--- src/rtl/cpr_consts.svh ---
/*
  Constants of the calibration pattern readout block: register offsets,
  field positions, reset values and command address bit positions.
  Assumes inclusion by bare name from the design files of this block.
*/

`ifndef CPR_CONSTS_SVH
`define CPR_CONSTS_SVH

// ----------------------------------------------------------------------
// Register map (byte addresses)
// ----------------------------------------------------------------------
`define CPR_OFS_CTRL 8'h00
`define CPR_OFS_STATUS 8'h04
`define CPR_OFS_COUNT 8'h08

// ----------------------------------------------------------------------
// Control register fields and reset values
// ----------------------------------------------------------------------
`define CPR_CTRL_COPY_BIT 0
`define CPR_CTRL_RL_LSB 4
`define CPR_CTRL_RL_MSB 8
`define CPR_RL_RST 5'h05
`define CPR_COPY_RST 1'h1

// ----------------------------------------------------------------------
// Status register fields
// ----------------------------------------------------------------------
`define CPR_STAT_EN_BIT 0
`define CPR_STAT_LOC_LSB 1
`define CPR_STAT_LOC_MSB 2
`define CPR_STAT_BL_LSB 3
`define CPR_STAT_BL_MSB 4
`define CPR_STAT_BUSY_BIT 5

// ----------------------------------------------------------------------
// Mode register selection and command address bits
// ----------------------------------------------------------------------
`define CPR_MR0 2'h0
`define CPR_MR3 2'h3
`define CPR_MR3_EN_BIT 2
`define CPR_MR_BL_MSB 1
`define CPR_NIB_BIT 2
`define CPR_BC_BIT 12

// ----------------------------------------------------------------------
// Pattern contents per location
// ----------------------------------------------------------------------
`define CPR_PAT_LOC0 8'hAA
`define CPR_PAT_RSVD 8'h00

`endif

--- src/rtl/cpr_pkg.sv ---
/*
  Types of the calibration pattern readout block: command bus, bus
  request, latency slot and mode register zero burst field.
  Assumes nothing of its surroundings.
*/
package cpr_pkg;

  // ----------------------------------------------------------------------
  // Decoded commands on the command bus
  // ----------------------------------------------------------------------
  typedef enum logic [3:0] {
    CPR_OP_NOP, CPR_OP_MRS, CPR_OP_ACT, CPR_OP_READ, CPR_OP_READ_AP,
    CPR_OP_WRITE, CPR_OP_WRITE_AP, CPR_OP_PRE, CPR_OP_REF, CPR_OP_OTHER
  } cpr_op_t;

  // Mode register zero burst length field, in field code order
  typedef enum logic [1:0] {
    CPR_BL_FIXED8, CPR_BL_OTF, CPR_BL_FIXED4, CPR_BL_RSVD
  } cpr_bl_t;

  // One command with bank and address
  typedef struct packed {
    logic valid;
    cpr_op_t op;
    logic [2:0] ba;
    logic [15:0] addr;
  } cpr_cmd_t;

  // Wishbone request from the master
  typedef struct packed {
    logic cyc;
    logic stb;
    logic we;
    logic [7:0] adr;
    logic [3:0] sel;
    logic [31:0] dat;
  } cpr_wb_req_t;

  // Pattern read waiting out its read latency
  typedef struct packed {
    logic valid;
    logic chop;
    logic upper;
    logic [1:0] loc;
  } cpr_slot_t;

endpackage

--- src/rtl/cpr_readout.sv ---
/*
  Calibration pattern readout of a memory device: mode register capture,
  redirection of reads to the pattern register, latency pipe, burst
  engine and a classic Wishbone slave for configuration and status.
  Assumes commands synchronous to clk_i, one data beat per clock, and an
  array behind array_req_o that answers reads with the same latency.
*/
`timescale 1ns/10ps
`include "cpr_consts.svh"

module cpr_readout #(
  parameter int DQ_WIDTH = 8,
  parameter int MAX_RL = 16
) (
  // Clock and reset
  input wire logic clk_i,
  input wire logic rst_i,
  // Memory reset pin and command bus
  input wire logic mem_reset_n_i,
  input wire cpr_pkg::cpr_cmd_t cmd_i,
  // Register bus
  input wire cpr_pkg::cpr_wb_req_t wb_i,
  output logic wb_ack_o,
  output logic [31:0] wb_dat_o,
  // Data pins
  output logic [DQ_WIDTH-1:0] dq_o,
  output logic dq_oe_o,
  output logic [2:0] beat_o,
  // Array access
  output cpr_pkg::cpr_cmd_t array_req_o,
  // Mode visibility
  output logic pattern_mode_o
);

  // ----------------------------------------------------------------------
  // State
  // ----------------------------------------------------------------------

  typedef struct packed {
    logic mpr_en;
    logic [1:0] loc;
    cpr_pkg::cpr_bl_t mr0_bl;
    logic fill_copy;
    logic [4:0] rl;
    logic [15:0] pat_cnt;
    cpr_pkg::cpr_slot_t [MAX_RL-1:0] pipe;
    logic [7:0] pat;
    logic [2:0] last;
    logic dq_oe;
    logic [DQ_WIDTH-1:0] dq;
    logic [2:0] beat;
    cpr_pkg::cpr_cmd_t areq;
    logic ack;
    logic [31:0] rdat;
  } cpr_state_t;

  cpr_state_t st_r;
  cpr_state_t st_nxt;
  logic fill_bit;
  logic [DQ_WIDTH-1:0] fill_dq;
  logic rd_cmd;
  logic rd_pat;

  // ----------------------------------------------------------------------
  // Helpers
  // ----------------------------------------------------------------------

  // Read or read with auto precharge
  function automatic logic is_read(input cpr_pkg::cpr_op_t op);
    return (op == cpr_pkg::CPR_OP_READ) || (op == cpr_pkg::CPR_OP_READ_AP);
  endfunction

  // Chopped burst decode from MR0 field and burst-chop bit
  function automatic logic is_chop(input cpr_pkg::cpr_bl_t bl, input logic bc);
    logic r;
    r = 1'b0;
    if (bl == cpr_pkg::CPR_BL_FIXED4) begin
      r = 1'b1;
    end else if (bl == cpr_pkg::CPR_BL_OTF) begin
      r = ~bc;
    end
    return r;
  endfunction

  // Pattern content by location
  function automatic logic [7:0] pat_of(input logic [1:0] loc);
    return (loc == 2'h0) ? `CPR_PAT_LOC0 : `CPR_PAT_RSVD;
  endfunction

  // Pipe tap for a latency, clamped to the pipe
  function automatic int tap_of(input logic [4:0] rl);
    int t;
    t = int'(rl) - 1;
    if (t < 0) begin
      t = 0;
    end else if (t > MAX_RL - 1) begin
      t = MAX_RL - 1;
    end
    return t;
  endfunction

  // Byte-lane merge of a write into an old word
  function automatic logic [31:0] wb_merge(input logic [31:0] old, input logic [31:0] dat,
                                           input logic [3:0] sel);
    logic [31:0] m;
    m = {{8{sel[3]}}, {8{sel[2]}}, {8{sel[1]}}, {8{sel[0]}}};
    return (old & ~m) | (dat & m);
  endfunction

  // ----------------------------------------------------------------------
  // Lane spreading of the next beat
  // ----------------------------------------------------------------------

  cpr_lane_fill #(
    .DQ_WIDTH(DQ_WIDTH)
  ) u_fill (
    .bit_i(fill_bit),
    .copy_i(st_r.fill_copy),
    .dq_o(fill_dq)
  );

  // ----------------------------------------------------------------------
  // Next state
  // ----------------------------------------------------------------------

  // Command decode, latency pipe, burst engine and register bus
  always_comb begin
    cpr_pkg::cpr_slot_t slot;
    cpr_pkg::cpr_slot_t tap;
    logic [2:0] nb;
    logic [7:0] npat;
    logic [31:0] ctrl;
    logic wr;
    st_nxt = st_r;
    slot = '0;
    tap = '0;
    nb = 3'h0;
    npat = st_r.pat;
    ctrl = 32'h0000_0000;
    wr = 1'b0;
    rd_cmd = cmd_i.valid && is_read(cmd_i.op);
    rd_pat = rd_cmd && st_r.mpr_en;
    st_nxt.areq = '0;

    // Mode register set: MR3 enable and location, MR0 burst field
    if (cmd_i.valid && (cmd_i.op == cpr_pkg::CPR_OP_MRS)) begin
      if (cmd_i.ba[1:0] == `CPR_MR3) begin
        st_nxt.mpr_en = cmd_i.addr[`CPR_MR3_EN_BIT];
        st_nxt.loc = cmd_i.addr[`CPR_MR_BL_MSB:0];
      end else if (cmd_i.ba[1:0] == `CPR_MR0) begin
        st_nxt.mr0_bl = cpr_pkg::cpr_bl_t'(cmd_i.addr[`CPR_MR_BL_MSB:0]);
      end
    end else if (cmd_i.valid && !st_r.mpr_en) begin
      st_nxt.areq = cmd_i;
    end

    // Redirected read: auto precharge, bank and column bits dropped, except column bit 2, which picks the nibble of a chopped burst
    if (rd_pat) begin
      slot.valid = 1'b1;
      slot.chop = is_chop(st_r.mr0_bl, cmd_i.addr[`CPR_BC_BIT]);
      slot.upper = slot.chop & cmd_i.addr[`CPR_NIB_BIT];
      slot.loc = st_r.loc;
      st_nxt.pat_cnt = st_r.pat_cnt + 16'h0001;
    end

    // Latency pipe shared by all pattern reads
    for (int i = MAX_RL - 1; i > 0; i--) begin
      st_nxt.pipe[i] = st_r.pipe[i-1];
    end
    st_nxt.pipe[0] = slot;
    tap = st_r.pipe[tap_of(st_r.rl)];

    // Burst engine: start a new burst or step the current one
    if (tap.valid) begin
      nb = tap.upper ? 3'h4 : 3'h0;
      npat = pat_of(tap.loc);
      st_nxt.pat = npat;
      st_nxt.last = tap.chop ? (nb + 3'h3) : 3'h7;
      st_nxt.dq_oe = 1'b1;
      st_nxt.beat = nb;
    end else if (st_r.dq_oe && (st_r.beat != st_r.last)) begin
      nb = st_r.beat + 3'h1;
      st_nxt.beat = nb;
    end else begin
      st_nxt.dq_oe = 1'b0;
      st_nxt.beat = 3'h0;
    end
    fill_bit = npat[nb];
    st_nxt.dq = st_nxt.dq_oe ? fill_dq : '0;

    // Wishbone slave: one-cycle ack, dropped in the following cycle
    st_nxt.ack = wb_i.cyc && wb_i.stb && !st_r.ack;
    st_nxt.rdat = 32'h0000_0000;
    if (wb_i.cyc && wb_i.stb && !st_r.ack) begin
      wr = wb_i.we;
      ctrl[`CPR_CTRL_COPY_BIT] = st_r.fill_copy;
      ctrl[`CPR_CTRL_RL_MSB:`CPR_CTRL_RL_LSB] = st_r.rl;
      unique case (wb_i.adr)
        `CPR_OFS_CTRL: begin
          st_nxt.rdat = ctrl;
          if (wr) begin
            ctrl = wb_merge(ctrl, wb_i.dat, wb_i.sel);
            st_nxt.fill_copy = ctrl[`CPR_CTRL_COPY_BIT];
            st_nxt.rl = ctrl[`CPR_CTRL_RL_MSB:`CPR_CTRL_RL_LSB];
          end
        end
        `CPR_OFS_STATUS: begin
          st_nxt.rdat[`CPR_STAT_EN_BIT] = st_r.mpr_en;
          st_nxt.rdat[`CPR_STAT_LOC_MSB:`CPR_STAT_LOC_LSB] = st_r.loc;
          st_nxt.rdat[`CPR_STAT_BL_MSB:`CPR_STAT_BL_LSB] = st_r.mr0_bl;
          st_nxt.rdat[`CPR_STAT_BUSY_BIT] = st_r.dq_oe;
        end
        `CPR_OFS_COUNT: begin
          st_nxt.rdat = {16'h0000, st_r.pat_cnt};
          if (wr) begin
            // A read in the same cycle still counts
            st_nxt.pat_cnt = {15'h0000, rd_pat};
          end
        end
        default: begin
          st_nxt.rdat = 32'h0000_0000;
        end
      endcase
    end

    // Memory reset pin: mode, pipe and data path back to normal
    if (!mem_reset_n_i) begin
      st_nxt.mpr_en = 1'b0;
      st_nxt.loc = 2'h0;
      st_nxt.mr0_bl = cpr_pkg::CPR_BL_FIXED8;
      st_nxt.pipe = '0;
      st_nxt.dq_oe = 1'b0;
      st_nxt.dq = '0;
      st_nxt.beat = 3'h0;
      st_nxt.areq = '0;
    end
  end

  // ----------------------------------------------------------------------
  // State register
  // ----------------------------------------------------------------------

  // Synchronous reset to constants
  always_ff @(posedge clk_i) begin
    if (rst_i) begin
      st_r <= '0;
      st_r.rl <= `CPR_RL_RST;
      st_r.fill_copy <= `CPR_COPY_RST;
    end else begin
      st_r <= st_nxt;
    end
  end

  // Outputs straight from the state register
  assign wb_ack_o = st_r.ack;
  assign wb_dat_o = st_r.rdat;
  assign dq_o = st_r.dq;
  assign dq_oe_o = st_r.dq_oe;
  assign beat_o = st_r.beat;
  assign array_req_o = st_r.areq;
  assign pattern_mode_o = st_r.mpr_en;

  // Helper terms for the properties
  logic mrs3;
  logic full_burst_start;
  logic launch;
  assign mrs3 = cmd_i.valid && (cmd_i.op == cpr_pkg::CPR_OP_MRS) && (cmd_i.ba[1:0] == `CPR_MR3);
  assign full_burst_start = st_r.dq_oe && (st_r.beat == 3'h0) && (st_r.last == 3'h7);
  assign launch = st_r.pipe[tap_of(st_r.rl)].valid;
endmodule

--- src/rtl/cpr_lane_fill.sv ---
/*
  Spreads the single pattern bit over the data pins of one part width.
  Assumes a width of 4, 8 or 16 and a registered consumer.
*/
`timescale 1ns/10ps

module cpr_lane_fill #(
  parameter int DQ_WIDTH = 8
) (
  // Pattern bit and fill choice
  input wire logic bit_i,
  input wire logic copy_i,
  // Spread data
  output logic [DQ_WIDTH-1:0] dq_o
);

  // ----------------------------------------------------------------------
  // Lane spreading
  // ----------------------------------------------------------------------

  // Bit zero of each byte lane carries the bit, the rest copy or zero
  always_comb begin
    for (int i = 0; i < DQ_WIDTH; i++) begin
      if ((i % 8) == 0) begin
        dq_o[i] = bit_i;
      end else begin
        dq_o[i] = bit_i & copy_i;
      end
    end
  end

endmodule

--- config.mk ---
export PLATFORM = sky130hd
export DESIGN_NAME = cpr_readout
export DESIGN_NICKNAME = d
export VERILOG_FILES = /design/src/rtl/cpr_pkg.sv /design/src/rtl/cpr_readout.sv /design/src/rtl/cpr_lane_fill.sv
export VERILOG_INCLUDE_DIRS = /design/src /design/src/rtl
export SDC_FILE = /design/constraint.sdc
export NUM_CORES = 1
export LEC_CHECK = 0
export CORE_MARGIN = 3
export CORE_UTILIZATION = 60
export DETAILED_ROUTE_END_ITERATION = 8
export DONT_BUFFER_PORTS = 1
export PLACE_DENSITY = 0.79
export SYNTH_ARGS = -nofsm -noshare
export SYNTH_HDL_FRONTEND = slang
export SYNTH_SLANG_ARGS = --single-unit
--- constraint.sdc ---
create_clock -name clk_i -period 3.94 [get_ports clk_i]
set_input_delay 0 -clock clk_i [delete_from_list [all_inputs] [get_ports clk_i]]
set_output_delay 0 -clock clk_i [all_outputs]
set_load 0.01 [all_outputs]
======== After elaboration in Yosys (flattened, before gate mapping) ========
Cells that the tools add are included.
storage, ports and cells
  output and inout bits ................... 70
  bits in registers ....................... 181
  word-level logic and storage cells ...... 157
  bits of input ports ..................... 74
operators by class
  $add $sub $neg .......................... 4
  reduce and logical (&&, ||, !) cells .... 21
  mux-type cells .......................... 25
  bitwise logic cells ..................... 13
  equal/unequal tests ..................... 9
  magnitude comparators ................... 4
operators by type and width
  cell                     count
  $mux W16                 4
  $mux W32                 2
  $lt A32 B6 Y1 const B    1
  $bmux W5 S4              1
  $pmux W10 S2             1
  $and A9 B9 Y9            2
  $pmux W6 S3              1
  $add A16 B1 Y16 const B  1
  $mux W8                  2
  $mux W5                  3
  $mux W3                  4
  $not A9 Y9               1
  $or A9 B9 Y9             1
  $eq A8 B3 Y1 const B     1
  $eq A8 B4 Y1 const B     1
  $logic_not A8 Y1         1
  $logic_and A1 B1 Y1      7
  $not A1 Y1               7
  $gt A6 B5 Y1 const B     1
  $lt A6 B1 Y1 const B     1
  $mux W1                  6
  $reduce_and A3 Y1        2
  $reduce_or A3 Y1         2
  $sub A5 B1 Y6 const B    1
  17 further kinds         22

======== Logic depth before layout (Yosys ltp) ========
  depth in word-level cells ............... 13
  mapped depth ............................ 11
  mapped depth without buffers ............ 9

======== Modules after synthesis ========
A second synthesis with hierarchy kept.
second synthesis, totals
  cell total of the unflattened synthesis .. 679
  area, all modules ....................... 6521.3 µm²
by module, submodules not included
  module         cells an instance  area an instance (µm²)  sequential area each (µm²)  instances
  cpr_readout    671                6462.4                  3263.1                      1
  cpr_lane_fill  8                  58.8                    0.0                         1

======== Worst setup path after synthesis ========
Ideal clock, no wire load.
  path kind ............................... register -> register
  start ................................... register (tool-made name)
  end ..................................... register st_r[77] (netlist bit)
  library setup time ...................... 0.118 ns
  slack ................................... 1.206 ns
  required time ........................... 3.822 ns
  path buffers ............................ 2
  period minus slack after synthesis ...... 2.734 ns
  data arrival time ....................... 2.616 ns
  cell stages (with the launch flop) ...... 12
  path through ............................ dfxtp_1 -> clkbuf_1 -> inv_2 -> ha_1 -> nor3b_2 -> mux2_2 -> and2_1 -> clkbuf_1 -> a211o_1 -> o32ai_1 -> o21ai_0 -> o2111a_1
RTL lines
  what                    RTL line            source
  end signal: assignment  cpr_readout.sv:250  st_r <= st_nxt;
  end: declaration        cpr_readout.sv:57   cpr_state_t st_r;

==> run_results.csv <==
group,metric,value,unit
grt,grt_start_max_net_pins,45,
cells_and_area,design_area,7530,um2
clock_tree,cts_tree,"done",
worst_setup_path,crit_type,"input port to flop",
timing,fmax,308,MHz
grt,grt_use_total,29.3,%
floorplan,dieArea,12100,um2
drt,ant_nets,0,
drt,route.detailed.drc,0,
floorplan,rows,37,
place,dp.cells,737,
floorplan,io_pins,144,
synth,ys_seq_area_share,48.6,%
floorplan,core_area,10400,um2
timing,clock_skew,9.35,ps
synth,ys_ff_latch,157,
clock_tree,clkTransAtPathRegs,70,ps
timing,finalMaxSlewViolations,0,
synth,synth_cells,678,
cells_and_area,nets,780,
timing,hold_viol,0,
power_and_ir_drop,vdd_ir_drop_max,0.346,mV
clock_tree,cts_resized,0,
job,cap_violations,0,
worst_hold_path,hp-class,"input port to flop",
drt,vias,5049,
timing,worst_pin_slew,1040,ps
place,place_congestion,0.917,
clock_tree,clockBufferDepth,2,
worst_hold_path,min_from,"cmd_i[23]",
timing,fin_crit_sh,82.4,%
clock_tree,clock_sinks,157,
worst_setup_path,cp.arrival,3730,ps
drt,routedWlPerCell,19.9,um
drt,detail_route.iter0.violations,493,
timing,rsz0062_at_grt,"no",
drt,vias_per_cell,5.93,
synth,synth_area,6460,um2
synth,synth_edf_count,0,
worst_setup_path,rr_worst_depth,10,
cells_and_area,diodes,0,
worst_setup_path,cp_max_fo,7,
timing,relSlewSlack,30.3,%
grt,antenna_found_initial,0,
worst_setup_path,critPathLaunchType,"input port",
synth,avgSynthCellArea,9.53,um2
worst_hold_path,hold_path_depth,3,
clock_tree,clock_latency,550,ps
grt,grt-ovfl-total,0,
timing,fin_setup_tns,0,ps
floorplan,start_util,62.0,%
worst_setup_path,worstSetupEndpointType,"flop",
grt,grt_pass1_vias,5059,
cells_and_area,syn_to_final_growth,16.6,%
place,io_buffer_count,0,
worst_setup_path,worstReg2RegEnd,"st_r[77]",
cells_and_area,drive_gt1_share,7.68,%
worst_setup_path,worst_ep_required_time,4420,ps
synth,netlist-cell-type-count,73,
clock_tree,root_buffer,"clkbuf_8",
power_and_ir_drop,pwr_density_cell,441,nW/um2
synth,async_flop_share,0,%
worst_setup_path,rrSetupSlack,790,ps
power_and_ir_drop,power.leakage,3.04,nW
worst_hold_path,hold_end,"st_r[80]",
place,placed_area,6110,um2
floorplan,die-height,110,um
clock_tree,cts_made_buffers,17,
grt,grt_pass1_wl,26600,um
timing,setup-violations-final,0,
synth,ys.flop_type,"dfxtp_1",
place,dpl.hpwl,9470,um
floorplan,fp.dieW,110,um
status,outcome,"finished, final reports clean",
synth,yosys_warnings,0,
clock_tree,htree_levels,4,
cells_and_area,final-instance-count-excl-fill,852,
drt,drt_pass1_iterations,5,
timing,fin_crit,3240,ps
drt,drt_wl_total,16900,um
-- power breakdown --
part           internal [W]  leakage [nW]  switching, W
Combinational     0.0000475          1.49     0.0000506
Sequential          0.00159          1.27    0.00000760
Clock              0.000876         0.289      0.000745
-- flip-flops by register name, summed over array words and instances, names as in the netlist, named ones only --
| name | flops |
|---|---|
| array_req_o | 24 |
| dq_o | 2 |
| st_r | 103 |
| dq_oe_o | 1 |
| beat_o | 3 |
| wb_dat_o | 16 |
| wb_ack_o | 1 |
| pattern_mode_o | 1 |
-- synthesized netlist by cell type, types with 2 or more instances --
cell type | n | share of area [%]
xnor2_1 | 8 | 1.1
and3_1 | 25 | 2.4
dfxtp_1 | 157 | 49
a21boi_0 | 10 | 1.2
clkbuf_1 | 27 | 1.6
ha_1 | 3 | 0.58
o21a_1 | 3 | 0.35
inv_1 | 7 | 0.41
a211oi_1 | 2 | 0.23
o41ai_1 | 3 | 0.41
a31oi_1 | 6 | 0.58
xor2_1 | 8 | 1.1
o21ai_1 | 4 | 0.31
a32o_1 | 2 | 0.31
o311ai_0 | 4 | 0.54
o22ai_1 | 2 | 0.19
o221ai_2 | 2 | 0.46
o2111ai_1 | 4 | 0.54
nand2_1 | 33 | 1.9
nor2b_1 | 8 | 0.77
a22o_1 | 2 | 0.27
a21oi_1 | 13 | 1.0
nor2_1 | 53 | 3.1
a22oi_1 | 9 | 1.0
o221a_1 | 2 | 0.35
or3_1 | 5 | 0.48
nand3_1 | 24 | 1.9
nor4_1 | 2 | 0.19
and2_1 | 103 | 10
mux2i_1 | 9 | 1.4
nand4_1 | 5 | 0.48
buf_4 | 67 | 7.8
o21ai_0 | 11 | 0.85
o31ai_1 | 2 | 0.23
nor3_1 | 8 | 0.62
o32ai_1 | 5 | 0.68
nor3b_1 | 3 | 0.35
buf_2 | 2 | 0.15
-- kinds of logic after synthesis --
family / after synthesis / share of synthesized area [%]
AND/OR/NAND/NOR: 282 / 24.3
XOR/XNOR: 16 / 2.17
AO/OA/AOI/OAI: 103 / 12.5
multiplexers: 10 / 1.57
other: 1 / 0.0580
adder cells (fa/ha/maj): 3 / 0.581
flip-flops: 157 / 48.6
buffers and inverters: 106 / 10.2
-- metal layers --
metal  vias up  routed length (um)  global-route usage (%)
met1      2393                6270                    31.6
li1       2298                   -                       -
met2       279                8290                    50.0
met4         0                1020                    18.3
met5         -                   0                       0
met3        79                1350                    8.63
-- what timing repair did --
action / CTS / global route
setup buffers: 0 / 0
hold endpoints to repair: 108 / 0
setup endpoints to repair: 0 / 0
hold buffers: 83 / 0
-- cells in the final DEF, fill, tap and decap left out, types with 6 or more instances in the layout --
| master | n |
|---|---|
| a21boi_0 | 10 |
| a21oi_1 | 13 |
| a22oi_1 | 9 |
| a31oi_1 | 6 |
| and2_1 | 103 |
| and3_1 | 25 |
| clkbuf_16 | 16 |
| conb_1 | 16 |
| dfxtp_1 | 157 |
| dlygate4sd3_1 | 83 |
| inv_1 | 7 |
| inv_6 | 8 |
| mux2i_1 | 9 |
| nand2_1 | 33 |
| nand3_1 | 24 |
| nor2_1 | 53 |
| nor2b_1 | 7 |
| nor3_1 | 8 |
| o21ai_0 | 11 |
| xnor2_1 | 8 |
| xor2_1 | 8 |
-- how the worst max path moves through the flow --
stage	depth (start not counted)	startpoint	slack (ps)	endpoint
after floorplan	11	flop	1210	st_r[77]
after global placement	9	flop	1030	beat_o[2]
after detailed placement	9	flop	1010	beat_o[2]
after CTS	10	flop	890	st_r[77]
after global routing	9	flop	530	beat_o[2]
final	10	wb_i[40]	700	flop
-- through the flow --
step / total power (W) / setup slack [ps] / hold slack (ps) / util [%]
final: 0.00332 / 695 / 91.7 / 72.3
after global routing: 0.00341 / 532 / 123 / 72.3
after CTS: 0.00331 / 895 / 77.2 / 72.3
after detailed placement: 0.00168 / 1010 / 74.4 / 58.7
after global placement: 0.00168 / 1030 / 72.8 / 58.7
after floorplan: 0.00169 / 1210 / 69.1 / -
-- critical path: stages --
cell           delay (ps)
dlygate4sd3_1         560
nor2_1                120
dlygate4sd3_1         590
nand3_1               120
nor3_1                420
and3_1                410
nand3_1               160
dlygate4sd3_1         640
nand3_1               130
dlygate4sd3_1         570
-- layout make-up --
cell class                      count  area [um2]
Multi-Input combinational cell    430        2730
Inverter                            9        33.8
Sequential cell                   157        3140
Clock buffer                       17         414
Tap cell                          136         170
Timing Repair Buffer               88         868
Fill cell                         668        2880
Clock inverter                     15         173
Note: power is estimated with default switching activity, not from simulation.
